[src/rtl/rps_regs.svh]
// timing counts and address field layout for the relay point selector controller
// assumes a single 50 MHz clock
`ifndef RPS_REGS_SVH
`define RPS_REGS_SVH

// ----------------------------------------
// clock
// ----------------------------------------
`define RPS_CLK_NS 20

// ----------------------------------------
// bus timing, in ns as printed
// ----------------------------------------
`define RPS_GATE_NS 2200
`define RPS_POST_NS 400
`define RPS_VSTART_NS 2000
`define RPS_VLEN_NS 1000
`define RPS_PULSE_NS 500

// ----------------------------------------
// derived cycle counts
// ----------------------------------------
// longest times round down
`define RPS_GATE_CYC (`RPS_GATE_NS / `RPS_CLK_NS)
`define RPS_POST_CYC (`RPS_POST_NS / `RPS_CLK_NS)
// start and width of the verify pulse
`define RPS_VSTART_CYC (`RPS_VSTART_NS / `RPS_CLK_NS)
`define RPS_VLEN_CYC ((`RPS_VLEN_NS + `RPS_CLK_NS - 1) / `RPS_CLK_NS)
`define RPS_PULSE_CYC ((`RPS_PULSE_NS + `RPS_CLK_NS - 1) / `RPS_CLK_NS)

// ----------------------------------------
// address layout
// ----------------------------------------
`define RPS_BUS_BITS 37
`define RPS_ADDR_BITS 28
`define RPS_IDX_LSB 0
`define RPS_IDX_MSB 9
`define RPS_OPER_BIT 10
`define RPS_REL_BIT 11
`define RPS_HALF_POINTS 480
`define RPS_ALL_POINTS 960
`define RPS_CNT_W 8

`endif

[src/rtl/rps_pkg.sv]
// types for the relay point selector controller
// assumes rps_regs.svh is on the include path
`include "rps_regs.svh"

package rps_pkg;

  // ----------------------------------------
  // controller states
  // ----------------------------------------
  typedef enum logic [1:0] {
    RPS_IDLE,
    RPS_GATE,
    RPS_HOLD
  } rps_state_t;

  typedef logic [`RPS_CNT_W-1:0] rps_cnt_t;
  typedef logic [`RPS_ADDR_BITS-1:0] rps_addr_t;
  typedef logic [`RPS_BUS_BITS-1:0] rps_bus_t;

  // ----------------------------------------
  // full controller state
  // ----------------------------------------
  typedef struct packed {
    rps_state_t state;
    logic bus;
    rps_addr_t addr;
    logic got_addr;
    rps_cnt_t gate_cnt;
    rps_cnt_t post_cnt;
    logic vrun;
    logic vbus;
    rps_cnt_t vcnt;
    logic [1:0] verify;
    logic [9:0] index;
    logic active;
    logic operate;
    logic release_sig;
  } rps_st_t;

  // ----------------------------------------
  // sense synchroniser state
  // ----------------------------------------
  typedef struct packed {
    logic meta;
    logic sync;
    logic prev;
    logic rise;
  } rps_sync_t;

endpackage : rps_pkg

[src/rtl/rps_ctrl.sv]
// relay point selector controller with duplicated peripheral select bus interface
// assumes enable and address receiver pins synchronous to clk, idle high on enables
//
// Behaviour
// accept address from either select bus, chosen by which enable pulse arrives
// pulse the verify return lead of the enabled bus pair
// each code bit arrives as positive and negative wire, bits 00 to 36
// one-of-480 point selector; two form 960 points, normally split
// a 28-bit address selects exactly one latching relay
// the same address chooses operate or release signal
// armature movement clears selection enable and address register
// no new address registered or acted on until that clearing is done
// each controller serves 480 points; takes all 960 when mate fails
// receiver outputs idle high; a bit is a low-going pulse
// armature sense synchronised and edge detected before use
`timescale 1ns/100ps
`include "rps_regs.svh"

module rps_ctrl #(
  parameter logic CTRL_ID = 1'b0 // which half of the 960 points this controller owns
) (
  input wire logic clk, // system clock, 50 MHz
  input wire logic rstn, // async reset, active low
  input wire logic [1:0] enable_n, // enable pulse per bus, active low
  input wire rps_pkg::rps_bus_t ad_p0, // bus 0 code bits, positive wires
  input wire rps_pkg::rps_bus_t ad_n0, // bus 0 code bits, negative wires
  input wire rps_pkg::rps_bus_t ad_p1, // bus 1 code bits, positive wires
  input wire rps_pkg::rps_bus_t ad_n1, // bus 1 code bits, negative wires
  input wire logic mate_failed, // mate controller out of service
  input wire logic armature_moved, // relay armature movement sense
  output logic [1:0] verify_return_lead, // verify pulse per bus
  output logic [9:0] point_index, // selected relay point 0..959
  output logic point_active, // signal path established
  output logic point_operate, // send operate signal
  output logic point_release, // send release signal
  output logic busy // locked out awaiting armature
);
  import rps_pkg::*;

  localparam rps_cnt_t GATE_LAST = rps_cnt_t'(`RPS_GATE_CYC - 1);
  localparam rps_cnt_t POST_LAST = rps_cnt_t'(`RPS_POST_CYC - 1);
  localparam rps_cnt_t VSTART = rps_cnt_t'(`RPS_VSTART_CYC);
  localparam rps_cnt_t VEND = rps_cnt_t'(`RPS_VSTART_CYC + `RPS_VLEN_CYC);
  localparam logic [9:0] HALF = 10'(`RPS_HALF_POINTS);
  localparam logic [9:0] ALL = 10'(`RPS_ALL_POINTS);

  // ----------------------------------------
  // receivers
  // ----------------------------------------
  // receiver output per bit: idle high, low while the pair carries a pulse
  function automatic rps_bus_t rx_out_n(input rps_bus_t p, input rps_bus_t n);
    rx_out_n = ~(p & ~n);
  endfunction : rx_out_n

  rps_st_t r;
  rps_st_t next_r;
  rps_bus_t rx0_n;
  rps_bus_t rx1_n;
  rps_addr_t rx_addr;
  logic sense_rise;
  logic [9:0] dec_idx;
  logic dec_oper;
  logic dec_rel;
  logic dec_valid;
  logic in_range;
  logic close_gate;

  // differential pairs
  assign rx0_n = rx_out_n(ad_p0, ad_n0);
  assign rx1_n = rx_out_n(ad_p1, ad_n1);

  // selected bus path
  // low-going bit pulse
  assign rx_addr = r.bus ? ~rx1_n[`RPS_ADDR_BITS-1:0] : ~rx0_n[`RPS_ADDR_BITS-1:0];

  // ----------------------------------------
  // armature sense
  // ----------------------------------------
  // sync and edge
  rps_sync u_sense (
    .clk (clk),
    .rstn (rstn),
    .din (armature_moved),
    .rise (sense_rise)
  );

  // ----------------------------------------
  // address decode
  // ----------------------------------------
  always_comb
  begin
    next_r = r;
    dec_idx = r.addr[`RPS_IDX_MSB:`RPS_IDX_LSB];
    dec_oper = r.addr[`RPS_OPER_BIT];
    dec_rel = r.addr[`RPS_REL_BIT];
    // split or takeover
    if (mate_failed)
    begin
      in_range = dec_idx < ALL;
    end
    else if (CTRL_ID)
    begin
      in_range = (dec_idx >= HALF) && (dec_idx < ALL);
    end
    else
    begin
      in_range = dec_idx < HALF;
    end
    // operate or release
    dec_valid = in_range && (dec_oper ^ dec_rel);
    close_gate = (r.gate_cnt == GATE_LAST) || (r.got_addr && (r.post_cnt == POST_LAST));

    // ----------------------------------------
    // verify return pulse
    // ----------------------------------------
    // verify timing
    next_r.verify = 2'b00;
    if (r.vrun)
    begin
      next_r.vcnt = rps_cnt_t'(r.vcnt + 1'b1);
      if ((next_r.vcnt >= VSTART) && (next_r.vcnt < VEND))
      begin
        next_r.verify[r.vbus] = 1'b1;
      end
      if (next_r.vcnt >= VEND)
      begin
        next_r.vrun = 1'b0;
      end
    end

    // ----------------------------------------
    // selection sequence
    // ----------------------------------------
    unique case (r.state)
      RPS_IDLE:
      begin
        // enable picks bus
        if (!enable_n[0] || !enable_n[1])
        begin
          next_r.state = RPS_GATE;
          next_r.bus = enable_n[0];
          next_r.vbus = enable_n[0];
          next_r.vrun = 1'b1;
          next_r.vcnt = '0;
          next_r.addr = '0;
          next_r.got_addr = 1'b0;
          next_r.gate_cnt = '0;
          next_r.post_cnt = '0;
        end
      end
      RPS_GATE:
      begin
        next_r.addr = r.addr | rx_addr;
        next_r.gate_cnt = rps_cnt_t'(r.gate_cnt + 1'b1);
        if (r.got_addr)
        begin
          next_r.post_cnt = rps_cnt_t'(r.post_cnt + 1'b1);
        end
        else if (|rx_addr)
        begin
          next_r.got_addr = 1'b1;
        end
        if (close_gate)
        begin
          // one relay path
          // one-of-480 selector
          if (dec_valid)
          begin
            next_r.state = RPS_HOLD;
            next_r.index = dec_idx;
            next_r.active = 1'b1;
            next_r.operate = dec_oper;
            next_r.release_sig = dec_rel;
          end
          else
          begin
            next_r.state = RPS_IDLE;
            next_r.addr = '0;
          end
        end
      end
      RPS_HOLD:
      begin
        // enables ignored here
        // armature clears
        if (sense_rise)
        begin
          next_r.state = RPS_IDLE;
          next_r.addr = '0;
          next_r.got_addr = 1'b0;
          next_r.active = 1'b0;
          next_r.operate = 1'b0;
          next_r.release_sig = 1'b0;
          next_r.index = '0;
        end
      end
    endcase
  end

  // ----------------------------------------
  // state register
  // ----------------------------------------
  always_ff @(posedge clk or negedge rstn)
  begin
    if (!rstn)
    begin
      r <= '{state: RPS_IDLE, default: '0};
    end
    else
    begin
      r <= next_r;
    end
  end

  assign verify_return_lead = r.verify;
  assign point_index = r.index;
  assign point_active = r.active;
  assign point_operate = r.operate;
  assign point_release = r.release_sig;
  assign busy = r.active;

endmodule : rps_ctrl

[src/rtl/rps_sync.sv]
// two-stage synchroniser with rising edge detect
// assumes the input may be asynchronous to clk
`timescale 1ns/100ps
`include "rps_regs.svh"

module rps_sync (
  input wire logic clk, // system clock
  input wire logic rstn, // async reset, active low
  input wire logic din, // raw level
  output logic rise // one-cycle pulse on rising edge
);
  import rps_pkg::*;

  rps_sync_t r;
  rps_sync_t next_r;

  always_comb
  begin
    next_r = r;
    next_r.meta = din;
    next_r.sync = r.meta;
    next_r.prev = r.sync;
    next_r.rise = r.sync & ~r.prev;
  end

  always_ff @(posedge clk or negedge rstn)
  begin
    if (!rstn)
    begin
      r <= '0;
    end
    else
    begin
      r <= next_r;
    end
  end

  assign rise = r.rise;

endmodule : rps_sync

[config.mk]
export PLATFORM = sky130hd
export DESIGN_NAME = rps_ctrl
export DESIGN_NICKNAME = d
export VERILOG_FILES = /design/src/rtl/rps_pkg.sv /design/src/rtl/rps_ctrl.sv /design/src/rtl/rps_sync.sv
export VERILOG_INCLUDE_DIRS = /design/src /design/src/rtl
export SDC_FILE = /design/constraint.sdc
export NUM_CORES = 1
export LEC_CHECK = 0
export BUFFER_PORTS_ARGS = -buffer_cell sky130_fd_sc_hd__clkbuf_2
export CAP_MARGIN = 40
export CORE_MARGIN = 1
export CORE_UTILIZATION = 47
export CTS_BUF_LIST = sky130_fd_sc_hd__clkbuf_8
export DETAILED_ROUTE_END_ITERATION = 8
export GPL_TIMING_DRIVEN = 0
export PLACE_DENSITY_LB_ADDON = 0.12
export SLEW_MARGIN = 20
export SYNTH_ARGS = -nofsm -noshare
export SYNTH_HDL_FRONTEND = slang
export SYNTH_SLANG_ARGS = --single-unit
[constraint.sdc]
create_clock -name clk -period 2.4 [get_ports clk]
set_clock_uncertainty 0.1 [all_clocks]
set_input_delay 0.48 -clock clk [delete_from_list [all_inputs] [get_ports clk]]
set_output_delay 0.48 -clock clk [all_outputs]
set_load 0.01 [all_outputs]
# --- Word-level counts from Yosys, hierarchy flattened ---
# Cells that the tools add are included.
totals:
  ff_bits: 76
  latchBits: 0
  ramBits: 0
  romBits: 0
  input_bits: 154
  word_cells: 92
  memories: 0
op_classes:
  n_addsub: 3
  mul: 0
  div: 0
  magnitude_cmp: 7
  eq_ne: 9
  n_shift: 0
  n_mux: 26
  bitwise: 12
  n_reduce_logical: 18
op_table:
  columns: ["cell", "n"]
  rows:
  - ["NOT 28 bit", 6]
  - ["one-hot mux 29 bit (3 select lines)", 1]
  - ["2-to-1 mux 28 bit", 3]
  - ["2-to-1 mux 58 bit", 1]
  - ["bitwise AND 28 bit", 2]
  - ["2-to-1 mux 13 bit", 3]
  - ["one-hot mux 16 bit (2 select lines)", 1]
  - ["2-to-1 mux 29 bit", 1]
  - ["bitwise OR 28 bit", 1]
  - ["OR reduction 28 bit", 1]
  - ["one-hot mux 13 bit (2 select lines)", 1]
  - ["adder 8 x 1 -> 8 bit (second input constant)", 3]
  - ["2-to-1 mux 10 bit", 2]
  - ["< comparator 10 bit (second input constant)", 1]
  - ["< comparator 10 x 9 -> 1 bit (second input constant)", 1]
  - ["equality test 8 x 5 -> 1 bit (second input constant)", 1]
  - ["equality test 8 x 7 -> 1 bit (second input constant)", 1]
  - ["greater-or-equal comparator 8 x 7 -> 1 bit (second input constant)", 1]
  - ["greater-or-equal comparator 8 bit (second input constant)", 1]
  - ["< comparator 8 bit (second input constant)", 1]
  - ["2-to-1 mux 2 bit", 4]
  - ["2-to-1 mux 8 bit", 1]
  - ["!= test 2 bit (second input constant)", 4]
  - ["2-to-1 mux 1 bit", 6]
  - ["18 further kinds", 27]

# --- Logic depth before layout (Yosys ltp) ---
# Gate-level depths: netlist of run 1.
depth:
  ltp_word: 9
  ltp_mapped: 9

# --- Modules after synthesis ---
# From an unflattened synthesis of run 1, not the netlist that was laid out.
unflattened:
  cells_unflattened: 404
  area_unflattened_um2: 3520.9
by_module_without_submodules:
  columns: ["module", "n_inst", "cells_per_inst", "area_each_um2", "seq_area_each_um2"]
  rows:
  - ["rps_ctrl", 1, 399, 3407.0, 1401.3]
  - ["rps_sync", 1, 5, 113.9, 100.1]

# --- Worst setup path before layout of run 1 ---
# Ideal clock, no wire load.
synth_path:
  kind: "register to register"
  start: "reg r[71] in the netlist's numbering"
  end: "reg r[30] in the netlist's numbering"
  setup_time_ps: 132
  arrival_ps: 1601
  required_ps: 2168
  path_slack_ps: 567
  path_stages_with_launch: 9
  n_path_buf: 0
  cell_sequence: "dfrtp_1 inv_1 ha_1 and3_1 nor3_1 and4_1 nand3_1 xor2_1 nor2_1"
synth_via:
  elab_chain_cells: 3
synth_lines:
  columns: ["element", "line_no", "rtl"]
  rows:
  - ["start: declaration", "rps_ctrl.sv:55", "rps_st_t r;"]
  - ["start signal: assignment", "rps_ctrl.sv:211", "r <= next_r;"]
  - ["equality test 2 x 1 -> 1 bit / logical NOT 2 bit (equally long branches)", "rps_ctrl.sv:134", "unique case (r.state)"]
  - ["!= test 2 bit (no source line) / nonzero test 2 bit (equally long branches)", null, null]
  - ["AND reduction 3 bit (no source line)", null, null]
# Parallel ways exist; a longest one is shown, timed or not.
# A chain may end at the register's enable or synchronous reset.

# --- Worst setup path after layout of run 1 ---
layout_path:
  start: "reg r[71] in the netlist's numbering"
  end: "reg r[41] in the netlist's numbering"
layout_via:
  elab_chain_cells: 3
layout_lines:
  columns: ["element", "line_no"]
  rows:
  - ["equality test 2 bit / logical NOT 2 bit (equally long branches)", "rps_ctrl.sv:134"]
  - ["!= test 2 x 1 -> 1 bit (no source line) / != test 2 bit (equally long branches)", null]
  - ["AND reduction 2 bit (no source line)", null]
# Parallel ways exist; a longest one is shown, timed or not.

==> qor.tcl, run 1 <==
set qor(max_ir_drop_vdd_v) 0.000384
set qor(synth_top_area_share_pct) 44.9
set qor(ctsHtreeMaxLevel) 3
set qor(grt_setup_unrepaired) {false}
set qor(grt_antenna_before_repair) 0
set qor(mappedNetlistArea_um2) 3350
set qor(largest_area_contributor_in_the_synthesized_netlist) {sky130_fd_sc_hd__dfrtp_1}
set qor(grt_remaining_overflow) 0
set qor(grt_max_degree) 34
set qor(path_cells) {inv_1 -> ha_1 -> nand3_1 -> o21ai_0 -> nor4_1 -> nand4_1 -> nor3_1 -> a211oi_1}
set qor(final-instance-count-excl-fill) 613
set qor(syn_area_per_cell_um2) 9.14
set qor(first_pass_grt_wire_length_um) 13900
set qor(root_buffer) {sky130_fd_sc_hd__clkbuf_8}
set qor(static-leakage-power_nw) 2.32
set qor(placed_cells_incl_taps) 596
set qor(dr.first_iter.drc_count) 132
set qor(floorplan.die.width_um) 86.4
set qor(routed_wire_length_per_instance_um) 13.5
set qor(slew_violations) 0
set qor(timing.critical_path.required_ns) 2.49
set qor(initial_core_util_pct) 49.0
set qor(synth.yosys.seq_area_share_pct) 44.9
set qor(synth_fp_nets) 527
set qor(post_synth_and_or_nand_nor_area_fraction_pct) 18.5
set qor(timing.critical_path.from_type) {register}
set qor(post_synth_edffs) 0
set qor(n_antenna_cell) 0
set qor(drive_above_1_share_pct) 34.4
set qor(mostFrequentLayoutCells) {sky130_fd_sc_hd__clkbuf_2, sky130_fd_sc_hd__dfrtp_1, sky130_fd_sc_hd__inv_1}
set qor(drt_wirelength_um) 8260
set qor(dp_hpwl_um) 6620
set qor(critPathTopFamily) {simple AND/OR/NAND/NOR gates}
set qor(clk_pin_slew_ns) 0.07
set qor(groute.usage.overall_pct) 24.5
set qor(layout_commonest_cell) {sky130_fd_sc_hd__clkbuf_2}
set qor(synth_area_leaders) {sky130_fd_sc_hd__dfrtp_1, sky130_fd_sc_hd__inv_1, sky130_fd_sc_hd__nor2_1}
set qor(tritoncts_clock_tree) {done}
set qor(final_count_of_negative_setup_slack_endpoints) 0
set qor(synth_ff_type) {sky130_fd_sc_hd__dfrtp_1}
set qor(setup.worst_path.end_class) {register}
set qor(placement.setup.worst_slack_ns) 0.299
set qor(layout-area-overhead-vs-synth_pct) 31.2
set qor(critPathMaxFanout) 6
set qor(worst_slew_margin_rel_pct) 68.1
set qor(cts-buffers-inserted) 9
set qor(max_cap_violations) 0
set qor(synth_adder_area_share_pct) 2.62
set qor(crit_buf_inv) 1
set qor(critPathKind) {reg -> reg}
set qor(timing.final.crit_period_ns) 2.12
set qor(post_synth_xor_area_fraction_pct) 6.02
set qor(dr_total_vias) 3058
set qor(fmax_mhz) 472
set qor(critical-path-max-stage-delay_ns) 0.37
set qor(yosys_warnings) 0
set qor(hold_path.class) {in -> reg}
set qor(timing_hold_violations_final) 0
set qor(drtAntennaViolNets) 0
set qor(cp_data_arrival_time_ns) 2.21
set qor(fin_hold_ws_ns) 0.154
set qor(synth_top_family_by_area) {simple AND/OR/NAND/NOR gates}
set qor(drtPass1Iterations) 4
set qor(power-per-cell-area_nw_per_um2) 820
set qor(outcome) {complete, no violations}
set qor(die_h_um) 86.4
set qor(setup_tns_ns) 0
set qor(gpl.final_weighted_congestion) 0.823
set qor(post-route-worst-setup-slack_ns) 0.281
set qor(drt_drc_violations_left) 0
set qor(sinks_on_clock_net) 60
set qor(post_drt_via_cell_ratio) 4.99
set qor(synth_mux_area_share_pct) 0.935
set qor(coreArea_um2) 6830
set qor(std_cell_rows) 30
set qor(insertion_delay_ns) 0.34
set qor(io_buffer_count) 133
set qor(asyncSetResetFlopFracSynth_pct) 100
set qor(final.period_utilization_pct) 88.3
set qor(crit_path_slowest_cell) {sky130_fd_sc_hd__dfrtp_1}
set qor(cts-root-to-sink-buffers) 2
set qor(synth_cells) 366
set qor(synth_compound_area_share_pct) 17.2
set qor(timing_worst_slew_pin_value_ns) 0.477
set qor(design.die.area_um2) 7460
set qor(grt_pass1_vias) 3041
set qor(finish.net_count) 673
set qor(synth.lib_cells_used.distinct) 48
set qor(synth_seq_cells) 60
set qor(io_pins) 170
-- synthesized netlist by cell type, types with 2 or more instances --
cell type                   number
sky130_fd_sc_hd__a22o_1         15
sky130_fd_sc_hd__nor4_1          5
sky130_fd_sc_hd__nand3_1         9
sky130_fd_sc_hd__nor3_1          5
sky130_fd_sc_hd__nand4_1         7
sky130_fd_sc_hd__o32ai_1        12
sky130_fd_sc_hd__o22ai_1        10
sky130_fd_sc_hd__o21ai_0         7
sky130_fd_sc_hd__buf_2           3
sky130_fd_sc_hd__nand2b_1        8
sky130_fd_sc_hd__nand2_1        30
sky130_fd_sc_hd__nor2b_1         4
sky130_fd_sc_hd__xor2_1         15
sky130_fd_sc_hd__mux2i_1         2
sky130_fd_sc_hd__nor4b_2         2
sky130_fd_sc_hd__buf_4          15
sky130_fd_sc_hd__o2111ai_1       2
sky130_fd_sc_hd__ha_1            7
sky130_fd_sc_hd__or3_1           2
sky130_fd_sc_hd__dfrtp_1        60
sky130_fd_sc_hd__nor2_1         42
sky130_fd_sc_hd__and3_1          4
sky130_fd_sc_hd__xnor2_1         8
sky130_fd_sc_hd__inv_1          44
sky130_fd_sc_hd__and4_1          2
sky130_fd_sc_hd__clkbuf_1        6
sky130_fd_sc_hd__a21oi_1        19
-- final timing paths --
check                                            startpoint                     endpoint  slack, ns  cells past startpoint
max in group asynchronous                              rstn       dec_idx[6]$_DFFE_PN0P_       1.17                      3
min in group asynchronous                              rstn            r[39]$_DFFE_PN0P_       0.53                      2
worst max-delay path                      r[71]$_DFFE_PN0P_            r[41]$_DFFE_PN0P_       0.28                      8
worst min-delay path                         armature_moved  u_sense.next_r[2]$_DFF_PN0_       0.15                      1
worst min register to register  u_sense.next_r[2]$_DFF_PN0_  u_sense.next_r[1]$_DFF_PN0_       0.25                      0
worst max register to register            r[71]$_DFFE_PN0P_            r[41]$_DFFE_PN0P_       0.28                      8
-- repair_timing --
item / CTS / global route
hold endpoints to repair: 9 / 0
gates resized for setup: 0 / 0
setup buffers: 0 / 0
hold buffers: 1 / 0
-- report_power, final --
group | total [mW] | switching (mW) | internal, mW
clock network | 1.02 | 0.410 | 0.610
logic | 1.24 | 0.742 | 0.502
registers | 1.34 | 0.158 | 1.18
-- worst reg2reg max path: stages (launching register included) --
cell                       delay (ns)
sky130_fd_sc_hd__dfrtp_1         0.37
sky130_fd_sc_hd__inv_1           0.07
sky130_fd_sc_hd__ha_1            0.24
sky130_fd_sc_hd__nand3_1         0.21
sky130_fd_sc_hd__o21ai_0         0.22
sky130_fd_sc_hd__nor4_1          0.31
sky130_fd_sc_hd__nand4_1         0.14
sky130_fd_sc_hd__nor3_1          0.24
sky130_fd_sc_hd__a211oi_1        0.08
-- layer usage --
| metal | up-vias | track usage (%) | wire length [um] |
|---|---|---|---|
| li1 | 1547 | - | - |
| met1 | 1393 | 29.8 | 3580 |
| met2 | 108 | 42.9 | 4110 |
| met3 | 10 | 5.81 | 469 |
| met4 | 0 | 8.03 | 111 |
| met5 | - | 0 | 0 |
-- sequential cells by signal, indices dropped and copies added (netlist names) --
signal and count:
busy 1, dec_idx 10, dec_oper 1, dec_rel 1, point_index 10, point_operate 1
point_release 1, r 29, u_sense.next_r 2, u_sense.r 1, u_sense.rise 1, verify_return_lead 2
-- through the flow --
step                      cell area (um2)  power [mW]  util [%]
after global routing                 4390        3.86      64.3
after CTS                            4390        3.62      64.3
after floorplan                      3350        2.19         -
after global placement               4130        2.55      60.5
after detailed placement             4160        2.59      60.8
final                                4390        3.60      64.3
-- layout make-up --
cell class | instances | area [um2]
multi-input combinational | 236 | 1510
timing repair buffer | 135 | 698
tap | 96 | 120
clock buffer | 10 | 138
fill | 648 | 2440
sequential | 60 | 1500
buffer | 26 | 166
clock inverter | 6 | 87.6
inverter | 44 | 165
-- kinds of logic (layout without fill, tap and decap cells) --
kind of cell | Yosys count | count (layout)
adder cells (fa/ha/maj) | 7 | 7
flip-flops | 60 | 60
buffers and inverters | 70 | 221
AND/OR/NAND/NOR | 124 | 124
AO/OA/AOI/OAI | 79 | 79
multiplexers | 3 | 3
XOR/XNOR | 23 | 23
(Power assumes the default switching activity.)
==> run 2: changes to the inputs <==
==> constraint.sdc (replaced) <==
create_clock -name clk -period 2.2 [get_ports clk]
set_clock_uncertainty 0.1 [all_clocks]
set_input_delay 0.44 -clock clk [delete_from_list [all_inputs] [get_ports clk]]
set_output_delay 0.44 -clock clk [all_outputs]
set_load 0.01 [all_outputs]
==> run 2 against run 1 <==
Register-to-register slack worse by 0.15 ns. First-iteration DRC count is 4.5% higher. Global-route usage stayed put. Cell count stayed put. Sequential share of layout area is 0.087 points lower. Die area stayed put. Non-clock buffer count stayed put. Critical endpoint is now r[40]$_DFFE_PN0P_. Largest cell class unchanged. Largest power group unchanged.
==> qor.tcl, run 2 (synthesis gave the netlist of run 1 again) <==
set qor(outcome) {complete, no violations} ;# unchanged
set qor(post_drt_via_cell_ratio) 4.96 ;# was 4.99
set qor(tritoncts_clock_tree) {done} ;# unchanged
set qor(max_ir_drop_vdd_v) 0.000420 ;# was 0.000384 V
set qor(finish.net_count) 673 ;# unchanged
set qor(max_cap_violations) 0 ;# unchanged
set qor(grt_pass1_vias) 3041 ;# unchanged
set qor(drt_drc_violations_left) 0 ;# unchanged
set qor(grt_remaining_overflow) 0 ;# unchanged
set qor(io_pins) 170 ;# unchanged
set qor(worst_slew_margin_rel_pct) 67.2 ;# was 68.1%
set qor(placement.setup.worst_slack_ns) 0.0993 ;# was 0.299 ns
set qor(critPathKind) {reg -> reg} ;# unchanged
set qor(critPathTopFamily) {simple AND/OR/NAND/NOR gates} ;# unchanged
set qor(design.die.area_um2) 7460 ;# unchanged
set qor(timing.critical_path.from_type) {register} ;# unchanged
set qor(groute.usage.overall_pct) 24.5 ;# unchanged
set qor(timing_worst_slew_pin_value_ns) 0.490 ;# was 0.477 ns
set qor(routed_wire_length_per_instance_um) 13.5 ;# about the same
set qor(drt_wirelength_um) 8300 ;# was 8260 um
set qor(drtAntennaViolNets) 0 ;# unchanged
set qor(cts-root-to-sink-buffers) 2 ;# unchanged
set qor(fmax_mhz) 483 ;# was 472 MHz
set qor(dr_total_vias) 3042 ;# was 3,058
set qor(initial_core_util_pct) 49.0 ;# unchanged
set qor(timing.critical_path.required_ns) 2.31 ;# was 2.49 ns
set qor(layout-area-overhead-vs-synth_pct) 31.5 ;# was 31.2%
set qor(setup_tns_ns) 0 ;# unchanged
set qor(timing.final.crit_period_ns) 2.07 ;# was 2.12 ns
set qor(gpl.final_weighted_congestion) 0.823 ;# unchanged
set qor(final.period_utilization_pct) 94.0 ;# was 88.3%
set qor(std_cell_rows) 30 ;# unchanged
set qor(mostFrequentLayoutCells) {sky130_fd_sc_hd__clkbuf_2, sky130_fd_sc_hd__dfrtp_1, sky130_fd_sc_hd__inv_1} ;# unchanged
set qor(ctsHtreeMaxLevel) 3 ;# unchanged
set qor(final_count_of_negative_setup_slack_endpoints) 0 ;# unchanged
set qor(critical-path-max-stage-delay_ns) 0.39 ;# was 0.37 ns
set qor(cp_data_arrival_time_ns) 2.18 ;# was 2.21 ns
set qor(slew_violations) 0 ;# unchanged
set qor(grt_max_degree) 34 ;# unchanged
set qor(critPathMaxFanout) 10 ;# was 6
set qor(crit_path_slowest_cell) {sky130_fd_sc_hd__dfrtp_1} ;# unchanged
set qor(die_h_um) 86.4 ;# unchanged
set qor(n_antenna_cell) 0 ;# unchanged
set qor(first_pass_grt_wire_length_um) 13900 ;# unchanged
set qor(biggest_register) {r} ;# unchanged
set qor(largest_register_ffs) 29 ;# unchanged
set qor(root_buffer) {sky130_fd_sc_hd__clkbuf_8} ;# unchanged
set qor(dp_hpwl_um) 6620 ;# unchanged
set qor(post-cts-setup-buffers) 0 ;# unchanged
set qor(fin_hold_ws_ns) 0.118 ;# was 0.154 ns
set qor(coreArea_um2) 6830 ;# unchanged
set qor(post-route-worst-setup-slack_ns) 0.131 ;# was 0.281 ns
set qor(drtPass1Iterations) 4 ;# unchanged
set qor(crit_buf_inv) 2 ;# was 1
set qor(count_of_filler_cells_inserted_in_the_layout) 648 ;# unchanged
set qor(drive_above_1_share_pct) 35.0 ;# was 34.4%
set qor(timing_hold_violations_final) 0 ;# unchanged
set qor(grt_setup_unrepaired) {true} ;# was false
set qor(floorplan.die.width_um) 86.4 ;# unchanged
set qor(insertion_delay_ns) 0.33 ;# was 0.34 ns
set qor(power-per-cell-area_nw_per_um2) 896 ;# was 820 nW/um2
set qor(io_buffer_count) 133 ;# unchanged
set qor(dr.first_iter.drc_count) 138 ;# was 132
set qor(sinks_on_clock_net) 60 ;# unchanged
set qor(clk_pin_slew_ns) 0.07 ;# about the same
set qor(setup.worst_path.end_class) {register} ;# unchanged
set qor(grt_antenna_before_repair) 0 ;# unchanged
set qor(path_cells) {inv_1 -> ha_1 -> buf_2 -> nor2_1 -> nor2_1 -> and4_1 -> nand3_1 -> xor2_1 -> nor2_1} ;# was inv_1 -> ha_1 -> nand3_1 -> o21ai_0 -> nor4_1 -> nand4_1 -> nor3_1 -> a211oi_1
set qor(layout_commonest_cell) {sky130_fd_sc_hd__clkbuf_2} ;# unchanged
set qor(cts-buffers-inserted) 9 ;# unchanged
set qor(hold_path.class) {in -> reg} ;# unchanged
set qor(static-leakage-power_nw) 2.33 ;# was 2.32 nW
set qor(critical_path.most_common_cell) {sky130_fd_sc_hd__nor2_1}
## run 2: cell counts in the layout (fill, tap and decap cells not counted)
Identical to the previous run, type by type.
## run 2: metal layers
metal / wire length, um / global-route usage [%]
met5: 0 / 0
met4: 95 / 8.03
met3: 470 / 5.81
met2: 4160 / 42.9
met1: 3580 / 29.8
## run 2: worst register-to-register path: cells and delay by family, from the launching register on
kind	cells	cell delay (ns)
buffers and inverters	2	0.31
AND/OR/NAND/NOR	5	0.88
XOR/XNOR	1	0.13
adder cells (fa/ha/maj)	1	0.14
flip-flops	1	0.39
## run 2: worst paths after layout
kind                                             startpoint                     endpoint  slack (ns)  depth (start not counted)
worst max-delay path                      r[72]$_DFFE_PN0P_            r[40]$_DFFE_PN0P_        0.13                          9
worst min-delay path                         armature_moved  u_sense.next_r[2]$_DFF_PN0_        0.12                          1
worst max register to register            r[72]$_DFFE_PN0P_            r[40]$_DFFE_PN0P_        0.13                          9
worst min register to register  u_sense.next_r[2]$_DFF_PN0_  u_sense.next_r[1]$_DFF_PN0_        0.25                          0
max in group asynchronous                              rstn       dec_idx[6]$_DFFE_PN0P_        1.00                          3
min in group asynchronous                              rstn            r[39]$_DFFE_PN0P_        0.50                          2
## run 2: per-stage QoR
step / utilization (%) / std cells / area (um2) / power [mW]
after floorplan: - / 366 / 3350 / 2.39
after global routing: 64.4 / 613 / 4400 / 4.22
after global placement: 60.5 / 595 / 4130 / 2.78
final: 64.4 / 613 / 4400 / 3.94
after detailed placement: 60.8 / 596 / 4160 / 2.83
after CTS: 64.3 / 613 / 4390 / 3.95
## run 2: final cells by class
cell class | instances | area [um2] | area share (%)
Multi-Input combinational cell | 236 | 1520 | 34.6
Sequential cell | 60 | 1500 | 34.1
Timing Repair Buffer | 135 | 698 | 15.9
Buffer | 26 | 168 | 3.81
Inverter | 44 | 165 | 3.75
Clock buffer | 10 | 138 | 3.13
Tap cell | 96 | 120 | 2.73
Clock inverter | 6 | 87.6 | 1.99
## run 2: what timing repair did
item                                   CTS  global route
setup endpoints to repair                0             7
hold buffers                             1             0
endpoints found under the hold margin   27             0
gates resized for setup                  0             5
## run 2: where the power goes
part | total, mW | internal [mW] | leakage [nW] | switching [mW]
clock | 1.11 | 0.666 | 0.105 | 0.441
combinational | 1.38 | 0.554 | 1.41 | 0.824
sequential | 1.46 | 1.29 | 0.809 | 0.172
total | 3.94 | 2.51 | 2.33 | 1.44
